===== config.mk =====
export PLATFORM = sky130hd
export DESIGN_NAME = idle_standby_timer
export DESIGN_NICKNAME = d
export VERILOG_FILES = /design/src/hw/idle_timer_pkg.sv /design/src/hw/tmr_if.sv /design/src/hw/idle_standby_timer.sv /design/src/hw/standby_counter.sv
export SDC_FILE = /design/constraint.sdc
export NUM_CORES = 1
export LEC_CHECK = 0
export ABC_AREA = 1
export BUFFER_PORTS_ARGS = -buffer_cell sky130_fd_sc_hd__buf_2
export CORE_ASPECT_RATIO = 2
export CORE_UTILIZATION = 50
export CTS_BUF_LIST = sky130_fd_sc_hd__clkbuf_16
export DETAILED_ROUTE_END_ITERATION = 6
export HOLD_SLACK_MARGIN = 0.06
export PLACE_DENSITY = 0.68
export SETUP_SLACK_MARGIN = 0.05
export SYNTH_ARGS = -nofsm -noshare
export SYNTH_HDL_FRONTEND = slang
export SYNTH_SLANG_ARGS = --single-unit

===== constraint.sdc =====
create_clock -name core_clk -period 2.6 [get_ports core_clk]
set_input_delay 0.26 -clock core_clk [delete_from_list [all_inputs] [get_ports core_clk]]
set_output_delay 0.26 -clock core_clk [all_outputs]
set_load 0.02 [all_outputs]

===== src/hw/idle_timer_pkg.sv =====
package idle_timer_pkg;
    // Command codes
    localparam logic [7:0] CMD_IDLE        = 8'hE3;
    localparam logic [7:0] CMD_IDLE_LEGACY = 8'h97;
    // Timeout code boundaries
    localparam logic [7:0] CODE_OFF        = 8'h00;
    localparam logic [7:0] CODE_STEP_MAX   = 8'hF0;
    localparam logic [7:0] CODE_HALF_MAX   = 8'hFB;
    localparam logic [7:0] CODE_21M        = 8'hFC;
    localparam logic [7:0] CODE_8H         = 8'hFD;
    localparam logic [7:0] CODE_ABORT      = 8'hFE;
    localparam logic [7:0] CODE_21M15S     = 8'hFF;
    // Interval units, in seconds
    localparam int STEP_S       = 5;
    localparam int HALF_HOUR_S  = 1800;
    localparam int T21M_S       = 1260;
    localparam int T8H_S        = 28800;
    localparam int T21M15S_S    = 1275;
    // Clock rate
    localparam int CLK_HZ       = 250_000_000;
    localparam int SEC_W        = 16;
    localparam int TICK_W       = 32;
    // Status and error bit positions
    localparam int ST_ERR = 0;
    localparam int ST_DSC = 4;
    localparam int ST_DF  = 5;
    localparam int ST_RDY = 6;
    localparam int ST_BSY = 7;
    localparam int ER_ABT = 2;
    // Power modes
    typedef enum logic [1:0] {PM_STANDBY, PM_SPINUP, PM_IDLE} pm_t;
endpackage


===== src/hw/tmr_if.sv =====
// Carries the loaded interval and the expiry pulse between top and counter
interface tmr_if import idle_timer_pkg::*; ();
    logic             load;     // Reload pulse
    logic             stop;     // Disable pulse
    logic [SEC_W-1:0] secs;     // Interval in seconds
    logic             expired;  // One-cycle expiry pulse
    logic             running;  // Counter armed
    modport ctl (output load, output stop, output secs,
                 input expired, input running);
    modport cnt (input load, input stop, input secs,
                 output expired, output running);
endinterface


===== src/hw/idle_standby_timer.sv =====
module idle_standby_timer
    import idle_timer_pkg::*;
#(
    parameter int TICKS_PER_SEC = CLK_HZ
) (
    input  wire logic       core_clk,
    input  wire logic       resetn,
    input  wire logic       clk_en,
    input  wire logic       cmd_valid,
    input  wire logic [7:0] cmd_code,
    input  wire logic [7:0] sect_count,
    input  wire logic       host_access,
    input  wire logic       spindle_at_speed,
    output logic            cmd_done,
    output logic [7:0]      status,
    output logic [7:0]      error,
    output logic            spin_up_req,
    output logic            spin_down_req,
    output logic [1:0]      power_mode,
    output logic            timer_enabled
);
    import idle_timer_pkg::*;

    // Decode a timeout code into seconds
    function automatic logic [SEC_W-1:0] code_secs(input logic [7:0] c);
        logic [SEC_W-1:0] s;
        s = '0;
        if (c == CODE_OFF) begin
            s = '0;
        end else if (c <= CODE_STEP_MAX) begin
            s = SEC_W'(c) * SEC_W'(STEP_S);
        end else if (c <= CODE_HALF_MAX) begin
            s = SEC_W'(c - CODE_STEP_MAX) * SEC_W'(HALF_HOUR_S);
        end else if (c == CODE_21M) begin
            s = SEC_W'(T21M_S);
        end else if (c == CODE_8H) begin
            s = SEC_W'(T8H_S);
        end else begin
            s = SEC_W'(T21M15S_S);
        end
        return s;
    endfunction

    // Idle command recogniser, accepts both opcodes
    function automatic logic is_idle(input logic [7:0] c);
        return (c == CMD_IDLE) || (c == CMD_IDLE_LEGACY);
    endfunction

    // Whole control state in one word, registered as a unit
    typedef struct packed {
        pm_t              mode;
        logic             en;
        logic [SEC_W-1:0] secs;
        logic             done;
        logic [7:0]       stat;
        logic [7:0]       err;
        logic             spin_req;
        logic             down_req;
        logic             ld;
        logic             stp;
    } top_st_t;

    top_st_t st_q;  // Registered state
    top_st_t st_d;  // Next state

    // Link to the seconds counter
    tmr_if tif ();

    // Counter sees load/stop from registered state
    assign tif.load = st_q.ld;
    assign tif.stop = st_q.stp;
    assign tif.secs = st_q.secs;

    // Prescaled seconds counter; a low clock enable stalls it too
    standby_counter #(
        .TICKS_PER_SEC(TICKS_PER_SEC)
    ) u_cnt (
        .core_clk(core_clk),
        .resetn  (resetn),
        .clk_en  (clk_en),
        .t       (tif.cnt)
    );

    // Outputs straight from flops
    assign cmd_done      = st_q.done;
    assign status        = st_q.stat;
    assign error         = st_q.err;
    assign spin_up_req   = st_q.spin_req;
    assign spin_down_req = st_q.down_req;
    assign power_mode    = st_q.mode;
    assign timer_enabled = st_q.en;

    // Command, mode and timer control
    always_comb begin
        st_d      = st_q;
        st_d.done = 1'b0;
        st_d.ld   = 1'b0;
        st_d.stp  = 1'b0;
        // Seek-complete follows the spindle one cycle late
        st_d.stat[ST_DSC] = spindle_at_speed;
        if (cmd_valid && is_idle(cmd_code)) begin
            st_d.done = 1'b1;
            st_d.stat[ST_BSY] = 1'b0;
            st_d.stat[ST_DF]  = 1'b0;
            if (sect_count == CODE_ABORT) begin
                // Rejected: mode and timer untouched
                st_d.stat[ST_ERR] = 1'b1;
                st_d.err[ER_ABT]  = 1'b1;
            end else begin
                // Accepted: earlier abort flags are cleared
                st_d.stat[ST_ERR] = 1'b0;
                st_d.err[ER_ABT]  = 1'b0;
                st_d.stat[ST_RDY] = 1'b1;
                st_d.down_req     = 1'b0;
                // Skip spin-up when already at speed
                st_d.mode = spindle_at_speed ? PM_IDLE : PM_SPINUP;
                st_d.spin_req = !spindle_at_speed;
                st_d.secs = code_secs(sect_count);
                // Zero parks the counter; anything else arms it
                if (sect_count == CODE_OFF) begin
                    st_d.en  = 1'b0;
                    st_d.stp = 1'b1;
                end else begin
                    st_d.en = 1'b1;
                    st_d.ld = 1'b1;
                end
            end
        end else begin
            // Not an Idle command: error bits, timer and spin-up completion
            if (cmd_valid) begin
                // Other commands clear prior error bits
                st_d.stat[ST_ERR] = 1'b0;
                st_d.err[ER_ABT]  = 1'b0;
            end
            // Any host access restarts interval; wins over expiry
            if ((host_access || cmd_valid) && st_q.en) begin
                st_d.ld = 1'b1;
            end else if (tif.expired && st_q.en) begin
                st_d.mode     = PM_STANDBY;
                st_d.down_req = 1'b1;
                st_d.spin_req = 1'b0;
            end
            // Looks at the next mode so that an expiry in this cycle
            // is not undone by a spin-up that finishes at the same time
            if (st_d.mode == PM_SPINUP && spindle_at_speed) begin
                st_d.mode     = PM_IDLE;
                st_d.spin_req = 1'b0;
            end
        end
    end

    // State register, frozen by clock enable
    always_ff @(posedge core_clk or negedge resetn) begin
        if (!resetn) begin
            st_q <= '0;
        end else if (clk_en) begin
            st_q <= st_d;
        end
    end
endmodule


===== src/hw/standby_counter.sv =====
// Seconds down-counter driven by a one-second prescaler
module standby_counter
    import idle_timer_pkg::*;
#(
    parameter int TICKS_PER_SEC = CLK_HZ
) (
    input  wire logic core_clk,
    input  wire logic resetn,
    input  wire logic clk_en,
    tmr_if.cnt        t
);
    typedef struct packed {
        logic              run;
        logic [SEC_W-1:0]  secs;
        logic [TICK_W-1:0] pre;
        logic              exp;
    } cnt_st_t;

    cnt_st_t st_q;  // Registered state
    cnt_st_t st_d;  // Next state

    localparam logic [TICK_W-1:0] PRE_TOP = TICK_W'(TICKS_PER_SEC - 1);

    assign t.expired = st_q.exp;
    assign t.running = st_q.run;

    // Count down one second per prescaler wrap
    always_comb begin
        st_d     = st_q;
        st_d.exp = 1'b0;
        if (t.stop) begin
            st_d.run = 1'b0;
        end else if (t.load) begin
            // Host access restarts the full interval
            st_d.run  = 1'b1;
            st_d.secs = t.secs;
            st_d.pre  = PRE_TOP;
        end else if (st_q.run) begin
            if (st_q.pre != '0) begin
                st_d.pre = st_q.pre - 1'b1;
            end else if (st_q.secs <= SEC_W'(1)) begin
                st_d.run = 1'b0;
                st_d.exp = 1'b1;
            end else begin
                st_d.secs = st_q.secs - 1'b1;
                st_d.pre  = PRE_TOP;
            end
        end
    end

    // State register, frozen by clock enable
    always_ff @(posedge core_clk or negedge resetn) begin
        if (!resetn) begin
            st_q <= '0;
        end else if (clk_en) begin
            st_q <= st_d;
        end
    end
endmodule


==> results.py, run 1 <==
metrics = {
    "worst_hold_path": {
        "holdPathStages": 3,
        "hold_start": "spindle_at_speed",
        "whs_endpoint": "power_mode[1]",
        "hold_class": "in -> reg",
    },
    "synth": {
        "synthArstFlopShare_pct": 100,
        "synth.top_cells.by_area": "dfrtp_1 (30%), nand2_1 (17%), ha_1 (8.3%)",
        "synth_commonest_cells": "nand2_1 (286), nor2_1 (114), inv_1 (113), dfrtp_1 (77), nand3_1 (68)",
        "synthCells": 936,
        "yosys_warnings": 0,
        "synth_top_area_cell": "dfrtp_1",
        "synth_edf_count": 0,
        "ys.flop_type": "dfrtp_1",
        "yosysMostFrequentCell": "nand2_1",
        "synth_seq_cells": 77,
        "synth.avg_cell_area_sq_um": 6.91,
        "ys_types": 45,
        "synth_top_area_share_pct": 29.8,
        "seq_area_frac_synth_pct": 29.8,
        "syn_area_sq_um": 6460,
    },
    "setup_path": {
        "critPathCaptureType": "register",
        "reg2reg_to": "u_cnt.st_q[5]",
        "crit_path_start_kind": "primary input",
        "path_max_fanout": 4,
        "required_ns": 2.83,
        "arrival_ns": 2.95,
        "r2r_slack_ns": 0.37,
        "rr_startpoint": "u_cnt.st_q[33]",
        "rr_worst_depth": 11,
        "critPathKind": "in -> reg",
    },
    "placed_design": {
        "port_buffers": 31,
        "pre_cts_slack_ns": -0.547,
        "dpl.hpwl_microns": 14200,
        "place_congestion": 0.942,
    },
    "cts": {
        "clk_pin_slew_worst_paths_ns": 0.06,
        "clk_latency_ns": 0.34,
        "htreeDepth": 3,
        "cts_max_path_buffers": 2,
        "cts_buffers": 9,
        "clock-sinks": 77,
        "cts_tree": "built",
        "cts_root_buffer": "clkbuf_16",
    },
    "cells_and_area": {
        "post_route_cells_drive_above_1_share_pct": 18.6,
        "fill_cells": 1196,
        "n_antenna_cell": 0,
        "fin_nets": 1081,
        "areaGrowthSynthToFinish_pct": 18.2,
    },
    "floorplan": {
        "rows": 58,
        "die_y_microns": 163,
        "coreArea_sq_um": 12600,
        "pin_count": 44,
        "die_area_sq_um": 13400,
        "die_x_microns": 82.4,
        "start_util_pct": 51.5,
    },
    "routing": {
        "dr.pass1.iters": 4,
        "routed_wl_microns": 18300,
        "drtIter0Drc": 281,
        "ant_nets": 0,
        "vias": 6155,
        "routedWlPerCell_microns": 15.7,
        "viasPerCell": 5.30,
        "drc": 0,
    },
    "timing": {
        "setup_viol": 3,
        "slew_viol_final": 0,
        "rsz0062_at_grt": "yes",
        "fin_ws_ns": -0.125,
        "period_share_pct": 105,
        "fmax_ghz": 0.367,
        "tightest_slew_ns": 0.603,
        "max-slew-margin-rel_pct": 59.5,
        "finClkSkew_ns": 0.00769,
        "hold_viol_final": 0,
        "period_needed_ns": 2.73,
    },
    "global_routing": {
        "grt_start_max_net_pins": 41,
        "grt_pass1_wl_microns": 29300,
        "grt.total_usage_pct": 29.6,
        "antenna_found_initial": 0,
        "grt_overflow": 0,
        "grt_pass1_vias": 6246,
    },
    "power_and_ir_drop": {
        "ir_worst_vdd_mv": 0.529,
        "power_density_nw_per_um2": 605,
        "p_total_mw": 4.62,
        "p_leak_nw": 3.89,
    },
    "outcome": {
        "violations": "negative setup slack",
        "outcome": "finished with violations",
    },
    "run": {
        "cap_violations": 0,
    },
}
## power by group
group          leakage [nW]  switching, mW  internal [mW]
logic                  2.80           1.07          0.801
clock network         0.131          0.521          0.736
registers             0.954          0.148           1.35
## metal layers
| metal | vias up | share of wire [%] | wire length, microns | GRT usage [%] |
|---|---|---|---|---|
| li1 | 3080 | - | - | - |
| met1 | 2866 | 32 | 5840 | 25.1 |
| met2 | 130 | 58 | 10600 | 57.6 |
| met3 | 79 | 2.2 | 405 | 3.42 |
| met4 | 0 | 7.9 | 1450 | 23.1 |
| met5 | - | 0 | 0 | 0 |
## how the worst max path moves through the flow
| stage | cells past startpoint | slack (ns) | to | from |
|---|---|---|---|---|
| after CTS | 16 | -0.10 | tif.secs[14] | sect_count[2] |
| final | 16 | -0.13 | tif.secs[14] | sect_count[2] |
| after floorplan | 15 | -0.25 | tif.secs[14] | sect_count[3] |
| after global placement | 16 | -0.49 | tif.secs[14] | sect_count[1] |
| after global routing | 16 | -0.25 | tif.secs[14] | sect_count[2] |
| after detailed placement | 16 | -0.55 | tif.secs[14] | sect_count[1] |
## kinds of logic (layout without fill, tap and decap cells)
group,count (synthesis),after routing,synth area share [%]
adders and majority gates,52,52,11.1
buffers and inverters,151,215,10.4
muxes,1,1,0.174
other,1,12,0.0580
DFF,77,77,29.8
and+or+nand+nor,537,537,36.9
AOI/OAI and AO/OA,90,90,7.93
xor gates and xnor gates,27,27,3.66
## registers in the layout, indices dropped and copies added (netlist names)
register / cells
status: 2
cmd_done: 1
error: 1
power_mode: 2
spin_down_req: 1
u_cnt.t.running: 1
timer_enabled: 1
spin_up_req: 1
tif.secs: 16
u_cnt.st_q: 48
u_cnt.t.expired: 1
tif.load: 1
tif.stop: 1
## through the flow
step           setup TNS (ns)  std cells  utilization, %  instance area, sq um  hold WS (ns)
2_1_floorplan          -0.709        947               -                  6560       -0.0356
3_3_place_gp            -1.94       1140            56.1                  7050         0.279
3_5_place_dp            -2.25       1140            56.1                  7050         0.278
4_1_cts                -0.245       1159            60.0                  7530         0.154
5_1_grt                -0.662       1161            60.9                  7640         0.185
6_report               -0.247       1161            60.9                  7640         0.161
## layout by cell type (no fill, tap or decap), types with 7 or more instances in the layout
cell type / count
nand2_1: 281
nor2_1: 110
inv_1: 101
dfrtp_1: 77
nand3_1: 65
buf_4: 46
o21ai_0: 40
ha_1: 29
buf_2: 25
xor2_1: 19
nand4_1: 18
nand2_2: 14
o21ai_1: 14
ha_4: 12
conb_1: 12
a21oi_1: 11
nand3_2: 11
nor2_2: 10
inv_2: 9
clkbuf_16: 9
fa_1: 8
nor2_4: 7
nor3_1: 7
## worst max-delay path, cell delays in order
cell	delay [ns]
buf_8	0.09
inv_4	0.04
fa_1	0.54
inv_2	0.05
ha_4	0.26
fa_1	0.45
ha_4	0.30
inv_2	0.04
fa_2	0.37
nor2_4	0.12
o21ai_1	0.06
nand2_1	0.08
xnor2_1	0.11
nand2_1	0.06
nand3_1	0.07
o21ai_1	0.06
## timing repair
action | 4_1_cts | 5_1_grt
buffers inserted | 3 | 3
pin swaps | 18 | 28
gates cloned | 0 | 0
setup endpoints to repair | 4 | 4
endpoints found under the hold margin | 38 | 0
resized for setup | 31 | 29
hold buffers | 1 | 0
## layout make-up
class | instances | area, sq um | area share (%)
inverters | 117 | 457 | 5.98
well taps | 150 | 188 | 2.46
multi-input cells | 719 | 4150 | 54.3
repair buffers | 83 | 633 | 8.29
flip-flops and latches | 77 | 1930 | 25.2
clock buffers | 9 | 225 | 2.95
clock inverters | 6 | 65.1 | 0.851
(Power assumes the default switching activity.)
==> run 2: changes to the inputs <==
--- a/config.mk
+++ b/config.mk
@@ -6,13 +6,12 @@
 export NUM_CORES = 1
 export LEC_CHECK = 0
 export ABC_AREA = 1
-export BUFFER_PORTS_ARGS = -buffer_cell sky130_fd_sc_hd__buf_2
 export CORE_ASPECT_RATIO = 2
 export CORE_UTILIZATION = 50
 export CTS_BUF_LIST = sky130_fd_sc_hd__clkbuf_16
 export DETAILED_ROUTE_END_ITERATION = 6
+export DONT_BUFFER_PORTS = 1
 export HOLD_SLACK_MARGIN = 0.06
-export PLACE_DENSITY = 0.68
 export SETUP_SLACK_MARGIN = 0.05
 export SYNTH_ARGS = -nofsm -noshare
 export SYNTH_HDL_FRONTEND = slang
==> run 2 against run 1 <==
The run still ends with negative setup slack left. Critical path type unchanged. Global-route usage grew 2.2 points. Critical endpoint unchanged. Critical path depth down 1. Via count down 1.0%. Largest power group unchanged.
==> results.py, run 2 (synthesis results as in run 1) <==
metrics = {
    "setup_path": {
        "critPathCaptureType": "register",
        "required_ns": 2.82,
        "critPathKind": "in -> reg",
        "arrival_ns": 2.82,
        "rr_worst_depth": 11,
        "crit_path_start_kind": "primary input",
        "path_max_fanout": 6,
        "r2r_slack_ns": 0.28,
        "reg2reg_to": "u_cnt.st_q[6]",
        "rr_startpoint": "u_cnt.st_q[33]",
    },
    "cells_and_area": {
        "largestRegisters": "u_cnt.st_q: 48 flops, tif.secs: 16 flops",
        "final_cell_mix": "nand2_1 (283), nor2_1 (112), inv_1 (106), dfrtp_1 (77), nand3_1 (65)",
        "largest-register": "u_cnt.st_q",
        "post_route_cells_drive_above_1_share_pct": 12.8,
        "multiInputGateArea_sq_um": 4100,
        "ff_latch_area_sq_um": 1930,
        "fin_nets": 1031,
        "largest_register_ffs": 48,
        "areaGrowthSynthToFinish_pct": 12.1,
        "finalInstanceArea_sq_um": 7250,
        "layout_commonest_cell": "nand2_1",
        "n_antenna_cell": 0,
        "fill_cells": 1258,
    },
    "cts": {
        "cts_tree": "built",
        "clk_latency_ns": 0.34,
        "post_cts_buffers": 0,
        "cts_max_path_buffers": 2,
        "clock-sinks": 77,
        "clk_pin_slew_worst_paths_ns": 0.06,
        "cts_root_buffer": "clkbuf_16",
        "htreeDepth": 3,
        "cts_buffers": 9,
    },
    "outcome": {
        "outcome": "finished with violations",
        "violations": "negative setup slack",
    },
    "timing": {
        "slew_viol_final": 0,
        "period_needed_ns": 2.60,
        "fin_setup_tns_ns": -0.00254,
        "hold_viol_final": 0,
        "period_share_pct": 100,
        "setup_viol": 1,
        "max-slew-margin-rel_pct": 33.2,
        "whs_ns": 0.0696,
        "tightest_slew_ns": 0.995,
        "fmax_ghz": 0.384,
        "fin_ws_ns": -0.00254,
        "finClkSkew_ns": 0.00838,
        "rsz0062_at_grt": "yes",
    },
    "global_routing": {
        "grt_overflow": 0,
        "antenna_found_initial": 0,
        "grt_pass1_vias": 6218,
        "grt.total_usage_pct": 31.8,
        "grt_start_max_net_pins": 78,
        "grt_pass1_wl_microns": 31100,
    },
    "routing": {
        "dr.pass1.iters": 7,
        "routed_wl_microns": 19700,
        "drtIter0Drc": 290,
        "routedWlPerCell_microns": 17.7,
        "drc": 0,
        "viasPerCell": 5.48,
        "ant_nets": 0,
        "vias": 6093,
    },
    "worst_hold_path": {
        "holdPathStages": 2,
        "hold_start": "spindle_at_speed",
        "hold_class": "in -> reg",
        "whs_endpoint": "power_mode[1]",
    },
    "placed_design": {
        "place_congestion": 0.980,
        "dpl.hpwl_microns": 15200,
        "port_buffers": 0,
        "post_dp_cell_area_sq_um": 6760,
        "pre_cts_slack_ns": -0.444,
    },
    "floorplan": {
        "die_area_sq_um": 13400,
        "die_y_microns": 163,
        "die_x_microns": 82.4,
        "start_util_pct": 51.5,
        "rows": 58,
        "pin_count": 44,
        "coreArea_sq_um": 12600,
    },
    "power_and_ir_drop": {
        "power_density_nw_per_um2": 617,
        "p_total_mw": 4.47,
        "ir_worst_vdd_mv": 0.494,
        "p_leak_nw": 3.69,
    },
    "run": {
        "cap_violations": 0,
    },
}
run 2: cell types whose count changed in the layout (fill, tap and decap cells not counted), moves of 3 or more:
cell | previous run | this run
inv_2 | 9 | 6
nor2_2 | 10 | 7
ha_4 | 12 | 9
inv_1 | 101 | 106
buf_4 | 46 | 29
buf_8 | 3 | 0
buf_2 | 25 | 0
ha_1 | 29 | 34
buf_6 | 6 | 0
run 2: cell type report:
cell class / instances / area share (%)
Inverter: 117 / 6.34
Multi-Input combinational cell: 719 / 56.5
Sequential cell: 77 / 26.6
Clock inverter: 7 / 0.915
Clock buffer: 9 / 3.11
Timing Repair Buffer: 33 / 3.94
Tap cell: 150 / 2.59
run 2: critical path, cell delays in order:
cell,delay [ns]
inv_8,0.01
fa_1,0.54
inv_2,0.05
ha_4,0.26
fa_1,0.44
ha_4,0.30
inv_2,0.04
fa_2,0.38
nor2_4,0.10
o21ai_2,0.06
nand2_1,0.07
xnor2_1,0.11
nand2_1,0.08
nand3_2,0.07
o21ai_2,0.05
run 2: where the power goes:
group	internal, mW	leakage, nW	total (mW)	switching, mW
registers	1.35	0.954	1.53	0.183
logic	0.668	2.59	1.66	0.995
clock network	0.740	0.142	1.27	0.535
total	2.76	3.69	4.47	1.71
run 2: worst max-delay path by stage:
stage,from,to,slack (ns)
3_3_place_gp,sect_count[4],tif.secs[15],-0.40
2_1_floorplan,sect_count[3],tif.secs[14],-0.25
4_1_cts,sect_count[1],tif.secs[14],-0.03
5_1_grt,sect_count[2],tif.secs[14],-0.11
3_5_place_dp,sect_count[1],tif.secs[14],-0.44
6_report,sect_count[2],tif.secs[14],-0.003
run 2: through the flow:
step / instances / util (%)
after CTS: 1112 / 57.1
after global routing: 1112 / 57.7
after detailed placement: 1093 / 53.8
after global placement: 1093 / 53.8
after floorplan: 947 / -
final: 1112 / 57.7
run 2: repair_timing:
| action | in CTS | in global routing |
|---|---|---|
| endpoints found under the hold margin | 79 | 0 |
| resized for setup | 10 | 21 |
| hold buffers | 3 | 0 |
| setup endpoints to repair | 2 | 4 |
| pin swaps | 9 | 13 |
run 2: routing by layer:
metal | vias to the layer above | GRT usage [%] | wire length (microns)
met5 | - | 0 | 0
met4 | 0 | 24.4 | 1620
met3 | 83 | 4.03 | 581
met2 | 161 | 59.2 | 11000
met1 | 2871 | 29.5 | 6470
li1 | 2978 | - | -
==> run 3: changes to the inputs <==
--- a/config.mk
+++ b/config.mk
@@ -5,13 +5,13 @@
 export SDC_FILE = /design/constraint.sdc
 export NUM_CORES = 1
 export LEC_CHECK = 0
-export ABC_AREA = 1
 export CORE_ASPECT_RATIO = 2
 export CORE_UTILIZATION = 50
 export CTS_BUF_LIST = sky130_fd_sc_hd__clkbuf_16
 export DETAILED_ROUTE_END_ITERATION = 6
 export DONT_BUFFER_PORTS = 1
 export HOLD_SLACK_MARGIN = 0.06
+export PLACE_DENSITY = 0.66
 export SETUP_SLACK_MARGIN = 0.05
 export SYNTH_ARGS = -nofsm -noshare
 export SYNTH_HDL_FRONTEND = slang
==> run 3 against run 2 <==
The run still ends with negative setup slack left. Core utilization up 5.5 points. Sequential power down 14%. Combinational power down 19%. Power down 12%. Sequential cell count unchanged. Critical endpoint is now tif.secs[15].
==> results.py, run 3 <==
metrics = {
    "synth": {
        "synth_top_family_by_area": "simple AND/OR/NAND/NOR gates",
        "synth_edf_count": 0,
        "synthArstFlopShare_pct": 100,
        "synth_xor_xnor_area_share_pct": 3.44,
        "synthMuxAreaShare_pct": 0.805,
        "synth-simple-area-share_pct": 21.2,
        "synthAdderAreaFrac_pct": 12.8,
        "synth.top_cells.by_area": "dfrtp_1 (34%), ha_1 (9.6%), o21ai_0 (4.0%)",
        "ys_types": 68,
        "synth_compound_area_share_pct": 20.4,
        "synth_top_area_share_pct": 34.4,
        "synth.avg_cell_area_sq_um": 9.10,
        "seq_area_frac_synth_pct": 34.4,
        "synth_top_area_cell": "dfrtp_1",
        "synth_commonest_cells": "dfrtp_1 (77), o21ai_0 (45), ha_1 (43), nand2_1 (42), inv_1 (38)",
        "yosysMostFrequentCell": "dfrtp_1",
        "synth_seq_cells": 77,
        "syn_area_sq_um": 5590,
        "synthCells": 615,
        "yosys_warnings": 0,
        "ys.flop_type": "dfrtp_1",
    },
    "cells_and_area": {
        "largest-register": "u_cnt.st_q",
        "largestRegisters": "u_cnt.st_q: 48 flops, tif.secs: 16 flops",
        "fill_cells": 908,
        "areaGrowthSynthToFinish_pct": 23.0,
        "largest_register_ffs": 48,
        "layout_commonest_cell": "dfrtp_1",
        "post_route_cells_drive_above_1_share_pct": 24.1,
        "fin_nets": 749,
        "finish.utilization_pct": 63.3,
        "n_antenna_cell": 0,
        "finalInstanceArea_sq_um": 6880,
        "final_cell_mix": "dfrtp_1 (77), buf_4 (69), nand2_1 (42), o21ai_0 (41), ha_1 (34)",
    },
    "cts": {
        "clk_pin_slew_worst_paths_ns": 0.07,
        "cts_buffers": 9,
        "cts_root_buffer": "clkbuf_16",
        "cts_tree": "built",
        "clk_latency_ns": 0.33,
        "clock-sinks": 77,
        "cts_max_path_buffers": 2,
        "htreeDepth": 3,
    },
    "setup_path": {
        "critical_path.top_delay_family": "adder cells",
        "required_ns": 2.83,
        "cp_cell_sequence": "inv_12, fa_1, inv_2, ha_4, fa_1, ha_4, ha_4, a21o_1, a21oi_2, o21bai_1, a21oi_1, xnor2_1, o41ai_1",
        "rr_startpoint": "u_cnt.st_q[9]",
        "critPathCaptureType": "register",
        "reg2reg_to": "u_cnt.st_q[47]",
        "critPathKind": "in -> reg",
        "crit_path_start_kind": "primary input",
        "arrival_ns": 2.96,
        "cp_num_buf_inv": 2,
        "r2r_slack_ns": 0.11,
        "crit_path_max_incr_delay_ns": 0.53,
        "crit_slowest_cell": "fa_1",
        "cpMostUsedCell": "ha_4",
        "rr_worst_depth": 9,
        "path_max_fanout": 7,
    },
    "floorplan": {
        "coreArea_sq_um": 10900,
        "die_y_microns": 152,
        "rows": 54,
        "die_x_microns": 76.8,
        "die_area_sq_um": 11600,
        "pin_count": 44,
        "start_util_pct": 51.4,
    },
    "worst_hold_path": {
        "whs_endpoint": "cmd_done",
        "hold_class": "in -> reg",
        "holdPathStages": 1,
        "hold_start": "clk_en",
    },
    "routing": {
        "routedWlPerCell_microns": 18.6,
        "drtIter0Drc": 204,
        "drc": 0,
        "viasPerCell": 6.05,
        "dr.pass1.iters": 4,
        "vias": 4959,
        "routed_wl_microns": 15300,
        "ant_nets": 0,
    },
    "timing": {
        "hold_viol_final": 0,
        "max-slew-margin-rel_pct": 61.9,
        "finClkSkew_ns": 0.00761,
        "period_share_pct": 105,
        "rsz0062_at_grt": "yes",
        "slew_viol_final": 0,
        "tightest_slew_ns": 0.568,
        "fmax_ghz": 0.367,
        "fin_ws_ns": -0.128,
        "whs_ns": 0.0782,
        "setup_viol": 1,
        "period_needed_ns": 2.73,
        "fin_setup_tns_ns": -0.128,
    },
    "placed_design": {
        "place_congestion": 0.898,
        "post_dp_cell_area_sq_um": 6160,
        "port_buffers": 0,
        "dpl.hpwl_microns": 11500,
        "pre_cts_slack_ns": -0.667,
    },
    "power_and_ir_drop": {
        "ir_worst_vdd_mv": 0.456,
        "p_leak_nw": 2.94,
        "power_density_nw_per_um2": 569,
    },
    "outcome": {
        "violations": "negative setup slack",
        "outcome": "finished with violations",
    },
    "global_routing": {
        "grt_overflow": 0,
        "grt_pass1_wl_microns": 24600,
        "grt_pass1_vias": 5383,
        "grt_start_max_net_pins": 78,
        "antenna_found_initial": 0,
        "grt.total_usage_pct": 27.1,
    },
    "run": {
        "cap_violations": 0,
    },
}
## run 3: cell families (layout without fill, tap and decap cells)
family	after synthesis	count (layout)
AOI/OAI and AO/OA	174	174
xor gates and xnor gates	22	22
adders and majority gates	52	52
buffers and inverters	79	133
DFF	77	77
muxes	4	4
other	1	12
and+or+nand+nor	206	206
## run 3: worst max-delay path by stage
stage / startpoint / to / cells past startpoint
global placement: sect_count[2] / tif.secs[15] / 13
finish: sect_count[2] / tif.secs[15] / 13
global route: sect_count[2] / tif.secs[15] / 13
CTS: sect_count[2] / tif.secs[15] / 13
floorplan: sect_count[2] / tif.secs[15] / 13
detailed placement: sect_count[2] / tif.secs[15] / 13
## run 3: power by group
group	internal [mW]	leakage [nW]	total, mW	switching, mW
clock network	0.748	0.152	1.27	0.517
logic	0.669	1.83	1.34	0.668
registers	1.26	0.961	1.31	0.0570
total	2.67	2.94	3.92	1.24
## run 3: layout make-up
type                            count  area (sq um)  share of cell area, %
Multi-Input combinational cell    470          3650                   53.0
Sequential cell                    77          1930                   28.0
Timing Repair Buffer               79           674                   9.80
Clock buffer                        9           225                   3.27
Tap cell                          140           175                   2.55
Inverter                           38           159                   2.31
Clock inverter                      7          73.8                   1.07
## run 3: what timing repair did
| action | CTS | global route |
|---|---|---|
| hold buffers | 4 | 0 |
| setup endpoints to repair | 35 | 46 |
| gates cloned | 0 | 2 |
| gates resized for setup | 25 | 31 |
| setup buffers | 1 | 6 |
| hold endpoints to repair | 82 | 0 |
| pin swaps | 17 | 10 |
## run 3: stage by stage
step	cells	power (mW)
after floorplan	626	2.11
after global placement	792	2.43
after detailed placement	792	2.48
after CTS	812	3.90
after global routing	820	4.13
final	820	3.92
## run 3: routing by layer
metal / vias up / global-route usage, % / routed length (microns)
li1: 2371 / - / -
met1: 2422 / 23.8 / 5090
met2: 113 / 54.6 / 9040
met3: 53 / 3.05 / 310
met4: 0 / 20.3 / 848
met5: - / 0 / 0
